--- src/fwsr_map.vh ---
// Register map, field positions and timing constants of the flash status poller
`ifndef FWSR_MAP_VH
`define FWSR_MAP_VH

// Register byte offsets
`define FWSR_REG_CTRL 12'h000
`define FWSR_REG_ADDR 12'h004
`define FWSR_REG_WDATA 12'h008
`define FWSR_REG_STATUS 12'h00C
`define FWSR_REG_RDATA 12'h010
`define FWSR_REG_LAST 12'h014

// Control fields
`define FWSR_CTRL_GO 0
`define FWSR_CTRL_OP_LO 1
`define FWSR_CTRL_OP_HI 3
`define FWSR_CTRL_TBIT 4

// Operation codes
`define FWSR_OP_READ 3'h0
`define FWSR_OP_WRITE 3'h1
`define FWSR_OP_POLL 3'h2
`define FWSR_OP_WINDOW 3'h3
`define FWSR_OP_RESET 3'h4

// Status fields
`define FWSR_ST_BUSY 0
`define FWSR_ST_DONE 1
`define FWSR_ST_OK 2
`define FWSR_ST_FAIL 3
`define FWSR_ST_WIN 4
`define FWSR_ST_RDY 5

// Data line positions
`define FWSR_DQ_POLL 7
`define FWSR_DQ_ACT 6
`define FWSR_DQ_FAIL 5
`define FWSR_DQ_WIN 3
`define FWSR_DQ_SECT 2

// Reset command byte written to the flash
`define FWSR_RESET_CMD 8'hF0

// Strobe phase timing
`define FWSR_PHASE_NS 80
`define FWSR_CLK_NS 40
`define FWSR_PHASE_CYC ((`FWSR_PHASE_NS + `FWSR_CLK_NS - 1) / `FWSR_CLK_NS)

`endif

--- src/fwsr_poller.v ---
// Host-side status poller for a parallel flash running program or erase
//
// Contract
// - Host starts every status check with two back-to-back full-byte reads.
// - Unchanged toggle means done; next read returns array data.
// - Toggling with failure bit high: recheck; still toggling means failure, reset.
// - Host leaving polling restarts from the first double read.
// - After any failure indication host writes the reset command.
// - Host issuing sector erases under 50 us apart may skip window bit.
// - Host confirms acceptance with poll or toggle before reading window bit; the window op reads it in one read with no poll first.
// - Host reads window bit before and after each added sector erase.
// - Host presents program address or erasing-sector address when polling.
`timescale 1ns/1ps
`include "fwsr_map.vh"

module fwsr_poller (
    // Clock, reset, enable
    input wire pclk,
    input wire presetn,
    input wire clk_en,
    // APB slave
    input wire psel,
    input wire penable,
    input wire pwrite,
    input wire [11:0] paddr,
    input wire [31:0] pwdata,
    output reg [31:0] prdata,
    output reg pready,
    output reg pslverr,
    // Flash pins
    output reg [20:0] flash_addr,
    input wire [7:0] data_lines_in,
    output reg [7:0] data_lines_out,
    output reg data_lines_oe,
    output reg flash_ce_n,
    output reg flash_oe_n,
    output reg flash_we_n,
    input wire ready_busy_pin
);

    // States
    localparam S_IDLE = 4'h0;
    localparam S_RD = 4'h1;
    localparam S_WR = 4'h2;
    localparam S_P1 = 4'h3;
    localparam S_P2 = 4'h4;
    localparam S_PCHK = 4'h5;
    localparam S_P3 = 4'h6;
    localparam S_P4 = 4'h7;
    localparam S_PFIN = 4'h8;
    localparam S_DATA = 4'h9;
    localparam S_RST = 4'hA;

    // Reload value of the phase counter, cut to the counter's width on use
    localparam [31:0] PHASE_RELOAD = `FWSR_PHASE_CYC - 1;

    // Registers
    reg [2:0] op;
    reg tbit_sel;
    reg [20:0] addr_reg;
    reg [7:0] wdata_reg;
    reg busy, done, ok, fail, win;
    reg [7:0] rdata_reg;
    reg [7:0] first_rd;
    reg [7:0] last_rd;
    reg [3:0] state;
    reg [3:0] ret_state;
    reg [1:0] cyc;
    reg cyc_write;
    reg [2:0] cnt;
    reg [2:0] rb_sync;
    reg rb_level;

    // Toggle-bit compare of two reads
    function toggled;
        input [7:0] a;
        input [7:0] b;
        input sel;
        begin
            if (sel)
                toggled = a[`FWSR_DQ_SECT] ^ b[`FWSR_DQ_SECT];
            else
                toggled = a[`FWSR_DQ_ACT] ^ b[`FWSR_DQ_ACT];
        end
    endfunction

    // Ready/busy pin synchroniser, change accepted when stages two and three agree
    always @(posedge pclk or negedge presetn) begin
        if (!presetn) begin
            rb_sync <= 3'h7;
            rb_level <= 1'b1;
        end else if (clk_en) begin
            rb_sync <= {rb_sync[1:0], ready_busy_pin};
            if (rb_sync[1] == rb_sync[2])
                rb_level <= rb_sync[2];
        end
    end

    // ==========================================================
    // APB slave
    // ==========================================================
    wire apb_wr = psel && penable && pwrite && pready;
    wire go_req = apb_wr && (paddr == `FWSR_REG_CTRL) && pwdata[`FWSR_CTRL_GO] && !busy;

    // Register writes and read data
    always @(posedge pclk or negedge presetn) begin
        if (!presetn) begin
            pready <= 1'b0;
            pslverr <= 1'b0;
            prdata <= 32'h0;
            addr_reg <= 21'h0;
            wdata_reg <= 8'h0;
            op <= 3'h0;
            tbit_sel <= 1'b0;
        end else if (clk_en) begin
            pready <= psel && !penable;
            pslverr <= psel && !penable && (paddr > `FWSR_REG_LAST || paddr[1:0] != 2'h0);
            // Write answers carry zero read data, as error answers do
            if (psel && !penable && pwrite)
                prdata <= 32'h0;
            if (psel && !penable && !pwrite) begin
                case (paddr)
                    `FWSR_REG_CTRL: prdata <= {27'h0, tbit_sel, op, 1'b0};
                    `FWSR_REG_ADDR: prdata <= {11'h0, addr_reg};
                    `FWSR_REG_WDATA: prdata <= {24'h0, wdata_reg};
                    `FWSR_REG_STATUS: prdata <= {26'h0, rb_level, win, fail, ok, done, busy};
                    `FWSR_REG_RDATA: prdata <= {16'h0, last_rd, rdata_reg};
                    default: prdata <= 32'h0;
                endcase
            end
            if (apb_wr && !busy) begin
                case (paddr)
                    `FWSR_REG_CTRL: begin
                        op <= pwdata[`FWSR_CTRL_OP_HI:`FWSR_CTRL_OP_LO];
                        tbit_sel <= pwdata[`FWSR_CTRL_TBIT];
                    end
                    `FWSR_REG_ADDR: addr_reg <= pwdata[20:0];
                    `FWSR_REG_WDATA: wdata_reg <= pwdata[7:0];
                    default: ;
                endcase
            end
        end
    end

    // ==========================================================
    // Flash bus cycles and polling sequence
    // ==========================================================
    wire cyc_end = (cyc == 2'h3) && (cnt == 3'h0);

    // Sequencer
    always @(posedge pclk or negedge presetn) begin
        if (!presetn) begin
            state <= S_IDLE;
            ret_state <= S_IDLE;
            cyc <= 2'h0;
            cyc_write <= 1'b0;
            cnt <= 3'h0;
            busy <= 1'b0;
            done <= 1'b0;
            ok <= 1'b0;
            fail <= 1'b0;
            win <= 1'b0;
            rdata_reg <= 8'h0;
            first_rd <= 8'h0;
            last_rd <= 8'h0;
            flash_addr <= 21'h0;
            data_lines_out <= 8'h0;
            data_lines_oe <= 1'b0;
            flash_ce_n <= 1'b1;
            flash_oe_n <= 1'b1;
            flash_we_n <= 1'b1;
        end else if (clk_en) begin
            // One bus cycle: setup, strobe, hold, release
            if (cyc != 2'h0) begin
                if (cnt != 3'h0) begin
                    cnt <= cnt - 3'h1;
                end else begin
                    cnt <= PHASE_RELOAD[2:0];
                    cyc <= cyc + 2'h1;
                    case (cyc)
                        2'h1: begin
                            flash_ce_n <= 1'b0;
                            flash_oe_n <= cyc_write;
                            flash_we_n <= !cyc_write;
                        end
                        2'h2: begin
                            if (!cyc_write)
                                last_rd <= data_lines_in;
                            flash_ce_n <= 1'b1;
                            flash_oe_n <= 1'b1;
                            flash_we_n <= 1'b1;
                        end
                        default: begin
                            data_lines_oe <= 1'b0;
                            cyc <= 2'h0;
                        end
                    endcase
                end
            end
            case (state)
                S_IDLE: begin
                    if (go_req) begin
                        busy <= 1'b1;
                        done <= 1'b0;
                        flash_addr <= addr_reg; // Address held for the whole op
                        case (pwdata[`FWSR_CTRL_OP_HI:`FWSR_CTRL_OP_LO])
                            `FWSR_OP_WRITE: begin
                                data_lines_out <= wdata_reg;
                                state <= S_WR;
                            end
                            `FWSR_OP_RESET: begin
                                data_lines_out <= `FWSR_RESET_CMD;
                                state <= S_WR;
                            end
                            `FWSR_OP_POLL: begin
                                ok <= 1'b0;
                                fail <= 1'b0;
                                state <= S_P1; // Fresh double read each time
                            end
                            // Window read optional for fast erase bursts
                            default: state <= S_RD; // Read also serves window
                        endcase
                        ret_state <= S_IDLE;
                        cyc <= 2'h1;
                        cnt <= PHASE_RELOAD[2:0];
                        data_lines_oe <= (pwdata[`FWSR_CTRL_OP_HI:`FWSR_CTRL_OP_LO]
                            == `FWSR_OP_WRITE) || (pwdata[`FWSR_CTRL_OP_HI:`FWSR_CTRL_OP_LO]
                            == `FWSR_OP_RESET);
                        cyc_write <= (pwdata[`FWSR_CTRL_OP_HI:`FWSR_CTRL_OP_LO]
                            == `FWSR_OP_WRITE) || (pwdata[`FWSR_CTRL_OP_HI:`FWSR_CTRL_OP_LO]
                            == `FWSR_OP_RESET);
                    end
                end
                S_RD, S_WR, S_DATA, S_RST: begin
                    if (cyc_end) begin
                        if (state == S_RD || state == S_DATA) begin
                            // Byte latched while the strobes were still low
                            rdata_reg <= last_rd;
                            win <= last_rd[`FWSR_DQ_WIN]; // Window bit sample
                        end
                        busy <= 1'b0;
                        done <= 1'b1;
                        state <= S_IDLE;
                    end
                end
                S_P1: begin
                    if (cyc_end) begin
                        first_rd <= last_rd; // First of two reads
                        cyc <= 2'h1;
                        cyc_write <= 1'b0;
                        state <= S_P2;
                    end
                end
                S_P2: begin
                    if (cyc_end)
                        state <= S_PCHK;
                end
                S_PCHK: begin
                    if (!toggled(first_rd, last_rd, tbit_sel)) begin
                        ok <= 1'b1;
                        cyc <= 2'h1;
                        cyc_write <= 1'b0;
                        state <= S_DATA; // Stopped: next read is array data
                    end else if (last_rd[`FWSR_DQ_FAIL]) begin
                        cyc <= 2'h1;
                        cyc_write <= 1'b0;
                        state <= S_P3; // Failure bit high: recheck
                    end else begin
                        cyc <= 2'h1;
                        cyc_write <= 1'b0;
                        state <= S_P1; // Keep polling with a fresh pair
                    end
                end
                S_P3: begin
                    if (cyc_end) begin
                        first_rd <= last_rd;
                        cyc <= 2'h1;
                        state <= S_P4;
                    end
                end
                S_P4: begin
                    if (cyc_end)
                        state <= S_PFIN;
                end
                S_PFIN: begin
                    cyc <= 2'h1;
                    if (!toggled(first_rd, last_rd, tbit_sel)) begin
                        ok <= 1'b1;
                        cyc_write <= 1'b0;
                        state <= S_DATA; // Late stop counts as success
                    end else begin
                        fail <= 1'b1;
                        cyc_write <= 1'b1;
                        data_lines_oe <= 1'b1;
                        data_lines_out <= `FWSR_RESET_CMD; // Failure: reset command
                        state <= S_RST;
                    end
                end
                default: state <= S_IDLE;
            endcase
        end
    end

endmodule // fwsr_poller

--- config.mk ---
export PLATFORM = sky130hd
export DESIGN_NAME = fwsr_poller
export DESIGN_NICKNAME = d
export VERILOG_FILES = /design/src/fwsr_poller.v
export VERILOG_INCLUDE_DIRS = /design/src /design/src/src
export SDC_FILE = /design/constraint.sdc
export NUM_CORES = 1
export LEC_CHECK = 0
export BUFFER_PORTS_ARGS = -buffer_cell sky130_fd_sc_hd__buf_4
export CAP_MARGIN = 20
export CORE_MARGIN = 8
export CORE_UTILIZATION = 40
export CTS_CLUSTER_SIZE = 40
export DETAILED_ROUTE_END_ITERATION = 8
export PLACE_DENSITY = 0.66
export SYNTH_ARGS = -nofsm -noshare
export SYNTH_HDL_FRONTEND = slang
export SYNTH_SLANG_ARGS = --single-unit
export TNS_END_PERCENT = 100
--- constraint.sdc ---
create_clock -name pclk -period 2.9 [get_ports pclk]
set_input_delay 0.145 -clock pclk [delete_from_list [all_inputs] [get_ports pclk]]
set_output_delay 0.145 -clock pclk [all_outputs]
set_load 0.02 [all_outputs]
==> results of run 1 <==
==> cell type report <==
class | count | share of cell area
flip-flops and latches | 125 | 0.402
multi-input cells | 353 | 0.328
repair buffers | 146 | 0.151
clock buffers | 19 | 0.0581
well taps | 184 | 0.0295
clock inverters | 13 | 0.0241
inverters | 14 | 0.00674
==> power by group through the flow <==
| stage | logic (mW) | clock network, mW | registers, mW |
|---|---|---|---|
| floorplan | 0.852 | 0 | 2.22 |
| global placement | 1.31 | 0 | 2.19 |
| detailed placement | 1.34 | 0 | 2.20 |
| CTS | 1.38 | 2.31 | 2.17 |
| global route | 1.52 | 2.39 | 2.21 |
| finish | 1.38 | 2.27 | 2.17 |
==> path summary, 6_finish.rpt <==
path,start,to,cells after the start
worst max-delay path,state[1],data_lines_out[2],6
worst min-delay path,pwdata[1],op[0],2
worst max register to register,state[1],data_lines_out[2],6
worst min register to register,flash_we_n,flash_we_n,2
max in group asynchronous,presetn,busy,3
min in group asynchronous,presetn,state[1],2
==> through the flow <==
stage	hold slack (ns)	area [um2]	setup slack [ns]	util
floorplan	-0.151	5940	0.724	-
global placement	0.206	6880	0.561	0.475
detailed placement	0.212	6880	0.507	0.475
CTS	0.0322	7800	0.479	0.538
global route	0.0454	7800	0.268	0.538
finish	0.0472	7800	0.490	0.538
==> logic make-up after synthesis <==
group	synth area share
and+or+nand+nor	0.119
other	0.000635
adders and majority gates	0.0106
AOI/OAI and AO/OA	0.112
xor gates and xnor gates	0.00890
DFF	0.531
muxes	0.176
buffers and inverters	0.0424
==> cells in the final DEF (no fill, tap or decap), types with 6 or more instances in the layout <==
master / n
a21oi_1: 16
a22oi_1: 9
buf_4: 117
clkbuf_16: 17
conb_1: 11
dfrtp_1: 118
dfstp_2: 7
dlygate4sd3_1: 28
inv_1: 14
mux2_2: 80
mux2i_1: 14
nand2_1: 48
nand3_1: 6
nor2_1: 29
nor3_1: 9
o21ai_0: 40
==> routing by layer <==
layer  track usage  wire, um  vias to the layer above
met2         0.279      7650                      134
met5             0         0                        -
met4        0.0688       338                        0
li1              -         -                     2115
met1         0.210      6690                     2238
met3        0.0558      1020                       28
==> what timing repair did <==
item,CTS,global route
hold buffers,28,0
endpoints found under the hold margin,73,0
buffers inserted,0,0
endpoints found under the setup margin,0,0
==> summary.txt, run 1 <==
Outcome
  • Status: complete, no violations

Drt
  • Vias/cell: 5.29
  • Drt pass-1 iters: 5
  • Final ANT Viol Nets: 0
  • WL/cell: approximately 18 um
  • Vias: roughly 4,500
  • Iter 0 DRT Violations: approximately 220
  • WL final: ~16,000 um
  • # DRC: 0

Pwr
  • Switch share: 0.302
  • Reg power frac: 0.373
  • Pwr/cell area: 747 nW/um2
  • Power Total: just under 6 mW
  • Int Power: ~4.1 mW
  • Net Sw Power: ~1.8 mW
  • Clock power share: 0.390
  • Maximum vdd ir drop: around 0.4 mV
  • Gate power share: 0.237
  • LEAKAGE: roughly 3.7 nW

Clock tree
  • CTS Sinks: between 100 and 150
  • Post_cts resized: 0
  • CTS buffer count: 17
  • Root buf cell: clkbuf_16
  • CTS tree: yes
  • Skew-Pair Late Insertion Delay: 0.42 ns
  • Worst-path clk slew: 0.06 ns
  • H-tree Lvls: 4
  • Max clock buf depth: 2

Finish
  • Area Overhead vs Synth: 32.0%
  • Antenna Cells: 0
  • Layout cells sized above 1: 0.370
  • FF+latch area: 3140 um2
  • Fillers: around 1,200
  • Cell Count, Final, Fillers Out: 854
  • Area occupied by multi-input gates: approximately 2600 um2
  • Nets@finish: ~720

GRT
  • Initial antenna violation count: 0
  • GRT Overall Usage: 0.173
  • First-pass GRT wire length: between 20,000 and 30,000 um
  • Total gr overflow: 0
  • Vias in the first global route: around 4,800
  • Largest net degree at the start of global routing: 79

Timing
  • Fmax: between 400 and 500 MHz
  • Final hold viol count: 0
  • Final setup fails: 0
  • Setup TNS: 0 ns
  • Worst-margin pin slew: 0.639 ns
  • RSZ-0062 raised after global routing: no
  • Final period utilization: 0.831
  • Minimum clock period: ~2.4 ns
  • Max Slew Vio Count: 0
  • Rel. slew slack: 0.562
  • Clock Skews: roughly 0.0083 ns

Synthesis
  • Yosys warning total: 0
  • Mapped Cells: 521
  • Mean Syn Cell Area: 11.3 um2
  • Dominant cell type by area after synthesis: dfrtp_1
  • Largest cells by area after synthesis: dfrtp_1, mux2_2, o21ai_0, dfstp_2, nand2_1
  • Number of flops mapped to enable cells by yosys: 0
  • Count of state elements after synthesis: between 100 and 150
  • Synth async-reset ratio: 1.00
  • Cell area after synthesis: a little under 6000 um2
  • Seq/Total Area, Yosys: 0.531
  • Prevailing post-synth register cell: dfrtp_1
  • Yosys cell types: 57
  • Share of the synthesized area in the top cell type: 0.500
  • Cell with the most instances after synthesis: dfrtp_1
  • Commonest cells post-synth: dfrtp_1, mux2_2, nand2_1

Critical path
  • Top cell by count, worst path: buf_4
  • Critical Path AT: 2.74 ns
  • Worst setup SP type: flop
  • Reg2Reg Setup Slack: between 0.4 and 0.5 ns
  • Worst-path fanout max: 13
  • Crit end category: flop
  • CP cell instances: buf_4 > nor3_1 > a21oi_1 > nor4_4 > buf_4 > mux2i_1
  • Slowest cell on crit path: nor4_4
  • Critical path type: reg2reg
  • Worst EP required: 3.23 ns
  • Cell family with most CP delay: simple AND/OR/NAND/NOR gates
  • Crit path buffers/inverters: 2
  • Max incr delay on CP: roughly 0.62 ns

Placement
  • Cells after DPL: around 790
  • Final GP Congestion: 0.810
  • IO buf count: 103
  • Final HPWL DP: 11,200 um

Floorplanning
  • FP Rows: 44
  • # IOs: 126
  • Starting Density: 0.408
  • Chip Height: between 100 and 150 um
  • Core area: about 14,000 um2
  • Full die area: about 19,000 um2
  • Die X-Extent: ~140 um

Hold path
  • Worst min-delay path class: in2reg

Run
  • Max Cap Viol: 0
No activity file was read; power rests on OpenSTA's default activity.
==> run 2, diff against run 1 <==
- ABC_AREA: unset -> 1
- PLACE_DENSITY: 0.66 -> 0.68
- clock period: 2.9 -> 2.2 ns (I/O delays scaled with it)
==> run 2 against run 1 <==
  * Critical path depth up 3
  * Count of clock-buffer cells in the layout grew 2
  * First-iteration DRC count grew 78%
  * Non-clock buffer count down 1
  * Combinational power is 17% higher
  * Global-route usage grew 0.45 points
  * Largest cell class unchanged
==> summary.txt, run 2 <==
Drt
  • Vias/cell: 4.97 (was 5.29)
  • WL final: 16,500 um (was 15,700 um)
  • Drt pass-1 iters: 4 (was 5)
  • WL/cell: 15.5 um (was 18.4 um)
  • Vias: 5,276 (was 4,515)
  • # DRC: 0 (unchanged)
  • Iter 0 DRT Violations: 393 (was 221)
  • Final ANT Viol Nets: 0 (unchanged)

Critical path
  • Reg2Reg Setup Slack: 0.32 ns (was 0.49 ns)
  • Reg2Reg Depth: 9 (was 6)
  • Max incr delay on CP: 0.36 ns (was 0.62 ns)
  • Critical Path AT: 2.17 ns (was 2.74 ns)
  • Slowest cell on crit path: dfrtp_1 (was nor4_4)
  • Cell family with most CP delay: simple AND/OR/NAND/NOR gates (unchanged)
  • R2R Path Start: busy (was state[1])
  • Worst EP required: 2.49 ns (was 3.23 ns)
  • Critical path type: reg2reg (unchanged)
  • FF-to-FF End: flash_addr[9] (was data_lines_out[2])
  • CP cell instances: inv_1 > nand2_1 > nor3_2 > nand3_4 > nor2_2 > nand2_1 > buf_4 > nand2_1 > o21ai_0 (was buf_4 > nor3_1 > a21oi_1 > nor4_4 > buf_4 > mux2i_1)
  • Top cell by count, worst path: nand2_1 (was buf_4)
  • Setup crit end: flash_addr[9] (was data_lines_out[2])
  • Worst setup SP type: flop (unchanged)
  • Critical Path Source: busy (was state[1])
  • Worst-path fanout max: 33 (was 13)
  • WP depth: 9 (was 6)
  • Crit end category: flop (unchanged)
  • Crit path buffers/inverters: 2 (unchanged)

Floorplanning
  • Full die area: 19,100 um2 (was 18,900 um2)
  • Starting Density: 0.411 (was 0.408)
  • Core area: 14,500 um2 (about the same)
  • Chip Height: 138 um (about the same)
  • Die X-Extent: 138 um (about the same)
  • FP Rows: 44 (unchanged)
  • # IOs: 126 (unchanged)

Timing
  • Setup slack after layout: 0.319 ns (was 0.490 ns)
  • Final period utilization: 0.855 (was 0.831)
  • Worst-margin pin slew: 0.629 ns (was 0.639 ns)
  • Fmax: 532 MHz (was 415 MHz)
  • Final setup fails: 0 (unchanged)
  • Setup TNS: 0 ns (unchanged)
  • Minimum clock period: 1.88 ns (was 2.41 ns)
  • Rel. slew slack: 0.577 (was 0.562)
  • Clock Skews: 0.00846 ns (was 0.00831 ns)
  • WHS: 0.0165 ns (was 0.0472 ns)
  • Max Slew Vio Count: 0 (unchanged)
  • Final hold viol count: 0 (unchanged)
  • RSZ-0062 raised after global routing: no (unchanged)

Hold path
  • Worst min-delay path class: in2reg (unchanged)
  • Worst min-delay path startpoint: pwdata[1] (unchanged)

Clock tree
  • H-tree Lvls: 4 (unchanged)
  • Post-CTS Setup Inserts: 0 (unchanged)
  • CTS Sinks: 125 (unchanged)
  • Worst-path clk slew: 0.06 ns (about the same)
  • Max clock buf depth: 2 (unchanged)
  • Post_cts resized: 0 (unchanged)
  • CTS tree: yes (unchanged)
  • CTS buffer count: 17 (unchanged)
  • Root buf cell: clkbuf_16 (unchanged)
  • Skew-Pair Late Insertion Delay: 0.43 ns (was 0.42 ns)

GRT
  • Initial antenna violation count: 0 (unchanged)
  • First-pass GRT wire length: 27,200 um (was 25,200 um)
  • Largest net degree at the start of global routing: 54 (was 79)
  • Vias in the first global route: 5,287 (was 4,828)
  • GRT Overall Usage: 0.177 (was 0.173)
  • Total gr overflow: 0 (unchanged)

Synthesis
  • Number of flops mapped to enable cells by yosys: 0 (unchanged)
  • Seq/Total Area, Yosys: 0.525 (was 0.531)
  • Count of state elements after synthesis: 125 (unchanged)
  • Cell with the most instances after synthesis: nand2_1 (was dfrtp_1)
  • Mean Syn Cell Area: 8.28 um2 (was 11.3 um2)
  • Dominant cell type by area after synthesis: dfrtp_1 (unchanged)
  • Share of the synthesized area in the top cell type: 0.495 (was 0.500)
  • Cell area after synthesis: 5970 um2 (was 5910 um2)
  • Yosys warning total: 0 (unchanged)
  • Prevailing post-synth register cell: dfrtp_1 (unchanged)
  • Commonest cells post-synth: nand2_1, dfrtp_1, nand3_1 (was dfrtp_1, mux2_2, nand2_1)
  • Largest cells by area after synthesis: dfrtp_1, nand2_1, nand3_1, o21ai_0, inv_1 (was dfrtp_1, mux2_2, o21ai_0, dfstp_2, nand2_1)
  • Synth async-reset ratio: 1.00 (unchanged)
  • Mapped Cells: 721 (was 521)
  • Yosys cell types: 38 (was 57)

Pwr
  • Pwr/cell area: 910 nW/um2 (was 747 nW/um2)
  • Maximum vdd ir drop: 0.652 mV (was 0.409 mV)
  • LEAKAGE: 4.08 nW (was 3.73 nW)

Placement
  • Place WS: 0.339 ns (was 0.507 ns)
  • Final GP Congestion: 0.896 (was 0.810)
  • IO buf count: 103 (unchanged)
  • Final HPWL DP: 12,200 um (was 11,200 um)

Outcome
  • Status: complete, no violations (unchanged)

Finish
  • Layout cells sized above 1: 0.211 (was 0.370)
  • Area Overhead vs Synth: 30.7% (was 32.0%)
  • Most frequent cells in the layout: nand2_1, dfrtp_1, buf_4, nand3_1, inv_1 (was dfrtp_1, buf_4, mux2_2, nand2_1, o21ai_0)
  • Most common cell after layout, fill and taps aside: nand2_1 (was dfrtp_1)
  • Antenna Cells: 0 (unchanged)
  • Nets@finish: 928 (was 721)
  • Final core occ: 0.537 (was 0.538)

Run
  • Max Cap Viol: 0 (unchanged)
[run 2: metrics by stage]
stage | power, mW | cell area (um2) | cells
2_1_floorplan | 3.87 | 6010 | 731
4_1_cts | 7.17 | 7800 | 1061
3_3_place_gp | 4.39 | 6930 | 999
3_5_place_dp | 4.41 | 6930 | 999
5_1_grt | 7.54 | 7800 | 1061
6_report | 7.10 | 7800 | 1061
[run 2: final cells by class]
type | instances | area, um2
clock buffers | 21 | 460
clock inverters | 11 | 108
fillers | 1359 | 6730
inverters | 74 | 278
multi-input cells | 501 | 2400
flip-flops and latches | 125 | 3140
well taps | 184 | 230
repair buffers | 145 | 1190
[run 2: how the worst min path moves through the flow]
stage | to | slack, ns | cells after the start
floorplan | addr_reg[0] | -0.19 | 0
global placement | addr_reg[14] | 0.09 | 1
detailed placement | addr_reg[14] | 0.09 | 1
CTS | wdata_reg[1] | 0.0004 | 3
global route | wdata_reg[1] | 0.04 | 3
finish | wdata_reg[1] | 0.02 | 3
[run 2: per-layer routing]
layer  share of wire  up-vias  GRT usage
met5               0        -          0
met1            0.47     2453      0.236
met3           0.076       22     0.0610
li1                -     2629          -
met2            0.44      172      0.257
met4           0.020        0     0.0749
[run 2: repair_timing]
item | 4_1_cts | 5_1_grt
hold endpoints to repair | 61 | 0
endpoints found under the setup margin | 0 | 0
hold buffers | 30 | 0
[run 2: report_power, final]
group,switching [mW],internal [mW]
registers,0.189,2.59
logic,1.03,0.598
clock network,1.07,1.62
[run 2: worst min-delay path: cells and delay by family]
| family | cells | cell delay (ns) |
|---|---|---|
| buf+inv | 2 | 0.16 |
| compound gates | 1 | 0.13 |
[run 2: kinds of logic (layout without fill, tap and decap cells)]
family,after synthesis,after routing,synth area share
buffers and inverters,105,251,0.0786
adder cells (fa/ha/maj),5,5,0.0105
multiplexers,2,2,0.00377
other,1,11,0.000628
AO/OA/AOI/OAI,120,120,0.114
AND/OR/NAND/NOR,363,363,0.267
flip-flops,125,125,0.525
==> run 3, diff against run 2 <==
- CORE_UTILIZATION: 40 -> 30
- PLACE_DENSITY: 0.68 -> 0.55
==> run 3 against run 2 <==
  * Setup slack better by 0.020 ns
  * Largest power group is now the clock network
  * First-iteration DRC count down 34%
  * Register-to-register slack better by 0.02 ns
  * Via count down 2.2%
==> summary.txt, run 3 (synthesis results as in run 2) <==
Pwr
  • LEAKAGE: 4.08 nW (about the same)
  • Power Total: 7.25 mW (was 7.10 mW)
  • Maximum vdd ir drop: 0.554 mV (was 0.652 mV)
  • Pwr/cell area: 917 nW/um2 (was 910 nW/um2)

Timing
  • Rel. slew slack: 0.582 (was 0.577)
  • Final period utilization: 0.846 (was 0.855)
  • Worst-margin pin slew: 0.623 ns (was 0.629 ns)
  • Final setup fails: 0 (unchanged)
  • Setup slack after layout: 0.339 ns (was 0.319 ns)
  • Setup TNS: 0 ns (unchanged)
  • Max Slew Vio Count: 0 (unchanged)
  • Final hold viol count: 0 (unchanged)
  • Fmax: 537 MHz (was 532 MHz)
  • Clock Skews: 0.00985 ns (was 0.00846 ns)
  • RSZ-0062 raised after global routing: no (unchanged)
  • Minimum clock period: 1.86 ns (was 1.88 ns)

Critical path
  • Reg2Reg Depth: 8 (was 9)
  • Critical Path AT: 2.16 ns (was 2.17 ns)
  • R2R Path Start: cnt[0] (was busy)
  • Crit end category: flop (unchanged)
  • Worst EP required: 2.50 ns (was 2.49 ns)
  • FF-to-FF End: rdata_reg[3] (was flash_addr[9])
  • Worst-path fanout max: 16 (was 33)
  • Worst setup SP type: flop (unchanged)
  • Critical path type: reg2reg (unchanged)
  • Reg2Reg Setup Slack: 0.34 ns (was 0.32 ns)

Clock tree
  • Post_cts resized: 0 (unchanged)
  • CTS buffer count: 17 (unchanged)
  • CTS tree: yes (unchanged)
  • H-tree Lvls: 4 (unchanged)
  • Hold buffers post-CTS: 26 (was 30)
  • Root buf cell: clkbuf_16 (unchanged)
  • Worst-path clk slew: 0.06 ns (about the same)
  • Max clock buf depth: 2 (unchanged)
  • CTS Sinks: 125 (unchanged)
  • Skew-Pair Late Insertion Delay: 0.42 ns (was 0.43 ns)
  • Post-CTS Setup Inserts: 0 (unchanged)

GRT
  • Initial antenna violation count: 0 (unchanged)
  • Largest net degree at the start of global routing: 53 (was 54)
  • Total gr overflow: 0 (unchanged)
  • GRT Overall Usage: 0.148 (was 0.177)
  • First-pass GRT wire length: 28,400 um (was 27,200 um)
  • Vias in the first global route: 5,324 (was 5,287)

Finish
  • Most frequent cells in the layout: nand2_1, dfrtp_1, buf_4, nand3_1, inv_1 (unchanged)
  • Final core occ: 0.405 (was 0.537)
  • Nets@finish: 925 (was 928)
  • Layout cells sized above 1: 0.215 (was 0.211)
  • Most common cell after layout, fill and taps aside: nand2_1 (unchanged)
  • Cell Count, Final, Fillers Out: 1,139 (was 1,061)
  • Area Overhead vs Synth: 32.3% (was 30.7%)
  • Antenna Cells: 0 (unchanged)
  • Fillers: 2,047 (was 1,359)

Outcome
  • Status: complete, no violations (unchanged)

Drt
  • WL/cell: 15.3 um (was 15.5 um)
  • Vias/cell: 4.53 (was 4.97)
  • # DRC: 0 (unchanged)
  • Iter 0 DRT Violations: 259 (was 393)
  • WL final: 17,400 um (was 16,500 um)
  • Drt pass-1 iters: 4 (unchanged)
  • Final ANT Viol Nets: 0 (unchanged)
  • Vias: 5,161 (was 5,276)

Run
  • Max Cap Viol: 0 (unchanged)

Floorplanning
  • Starting Density: 0.306 (was 0.411)
  • Die X-Extent: 157 um (was 138 um)
  • FP Rows: 51 (was 44)
  • Core area: 19,500 um2 (was 14,500 um2)
  • Full die area: 24,700 um2 (was 19,100 um2)
  • Chip Height: 157 um (was 138 um)
  • # IOs: 126 (unchanged)

Hold path
  • Worst min-delay path startpoint: clk_en (was pwdata[1])
  • Hold worst-path end: rb_sync[2] (was wdata_reg[1])
  • Worst min-delay path class: in2reg (unchanged)
  • Worst hold stages: 3 (unchanged)

Placement
  • Final GP Congestion: 0.913 (was 0.896)
  • Cells after DPL: 1,081 (was 999)
  • Final HPWL DP: 13,000 um (was 12,200 um)
  • IO buf count: 103 (unchanged)
  • Place WS: 0.376 ns (was 0.339 ns)
[run 3: layer usage]
layer / share of wire / up-vias / global-route usage
met4: 0.0070 / 0 / 0.0349
met5: 0 / - / 0
met3: 0.082 / 8 / 0.0559
met2: 0.44 / 149 / 0.219
met1: 0.47 / 2392 / 0.200
li1: - / 2612 / -
[run 3: worst max path at each step]
stage,cells after the start,slack (ns),startpoint,end
after floorplan,8,0.51,cnt[0],rdata_reg[0]
after global placement,8,0.41,cnt[0],rdata_reg[2]
after detailed placement,8,0.38,cnt[0],rdata_reg[0]
after CTS,8,0.32,cnt[0],rdata_reg[3]
after global routing,8,0.18,cnt[0],rdata_reg[2]
final,8,0.34,cnt[0],rdata_reg[3]
[run 3: critical path, stage by stage (launching register included)]
cell     delay [ns]
dfrtp_1        0.42
nor2_1         0.20
ha_1           0.33
nand2_1        0.17
nor2_1         0.16
nand3_1        0.10
buf_4          0.20
nand2_1        0.07
o21ai_0        0.08
[run 3: stage by stage]
| step | hold WS [ns] | cell area, um2 |
|---|---|---|
| floorplan | -0.186 | 6010 |
| global placement | 0.119 | 7040 |
| detailed placement | 0.117 | 7040 |
| CTS | 0.000846 | 7900 |
| global route | 0.0230 | 7900 |
| finish | 0.0206 | 7900 |
[run 3: where the power goes]
part           switching (mW)  total (mW)  internal [mW]
sequential              0.200        2.79           2.59
combinational            1.03        1.61          0.577
clock                    1.22        2.84           1.62
[run 3: area by class of cell]
class | count | area [um2] | area share
clock inverter | 15 | 170 | 0.0215
clock buffer | 17 | 425 | 0.0539
tap | 265 | 332 | 0.0420
multi-input combinational | 501 | 2400 | 0.304
inverter | 74 | 278 | 0.0352
sequential | 125 | 3140 | 0.397
timing repair buffer | 142 | 1160 | 0.146
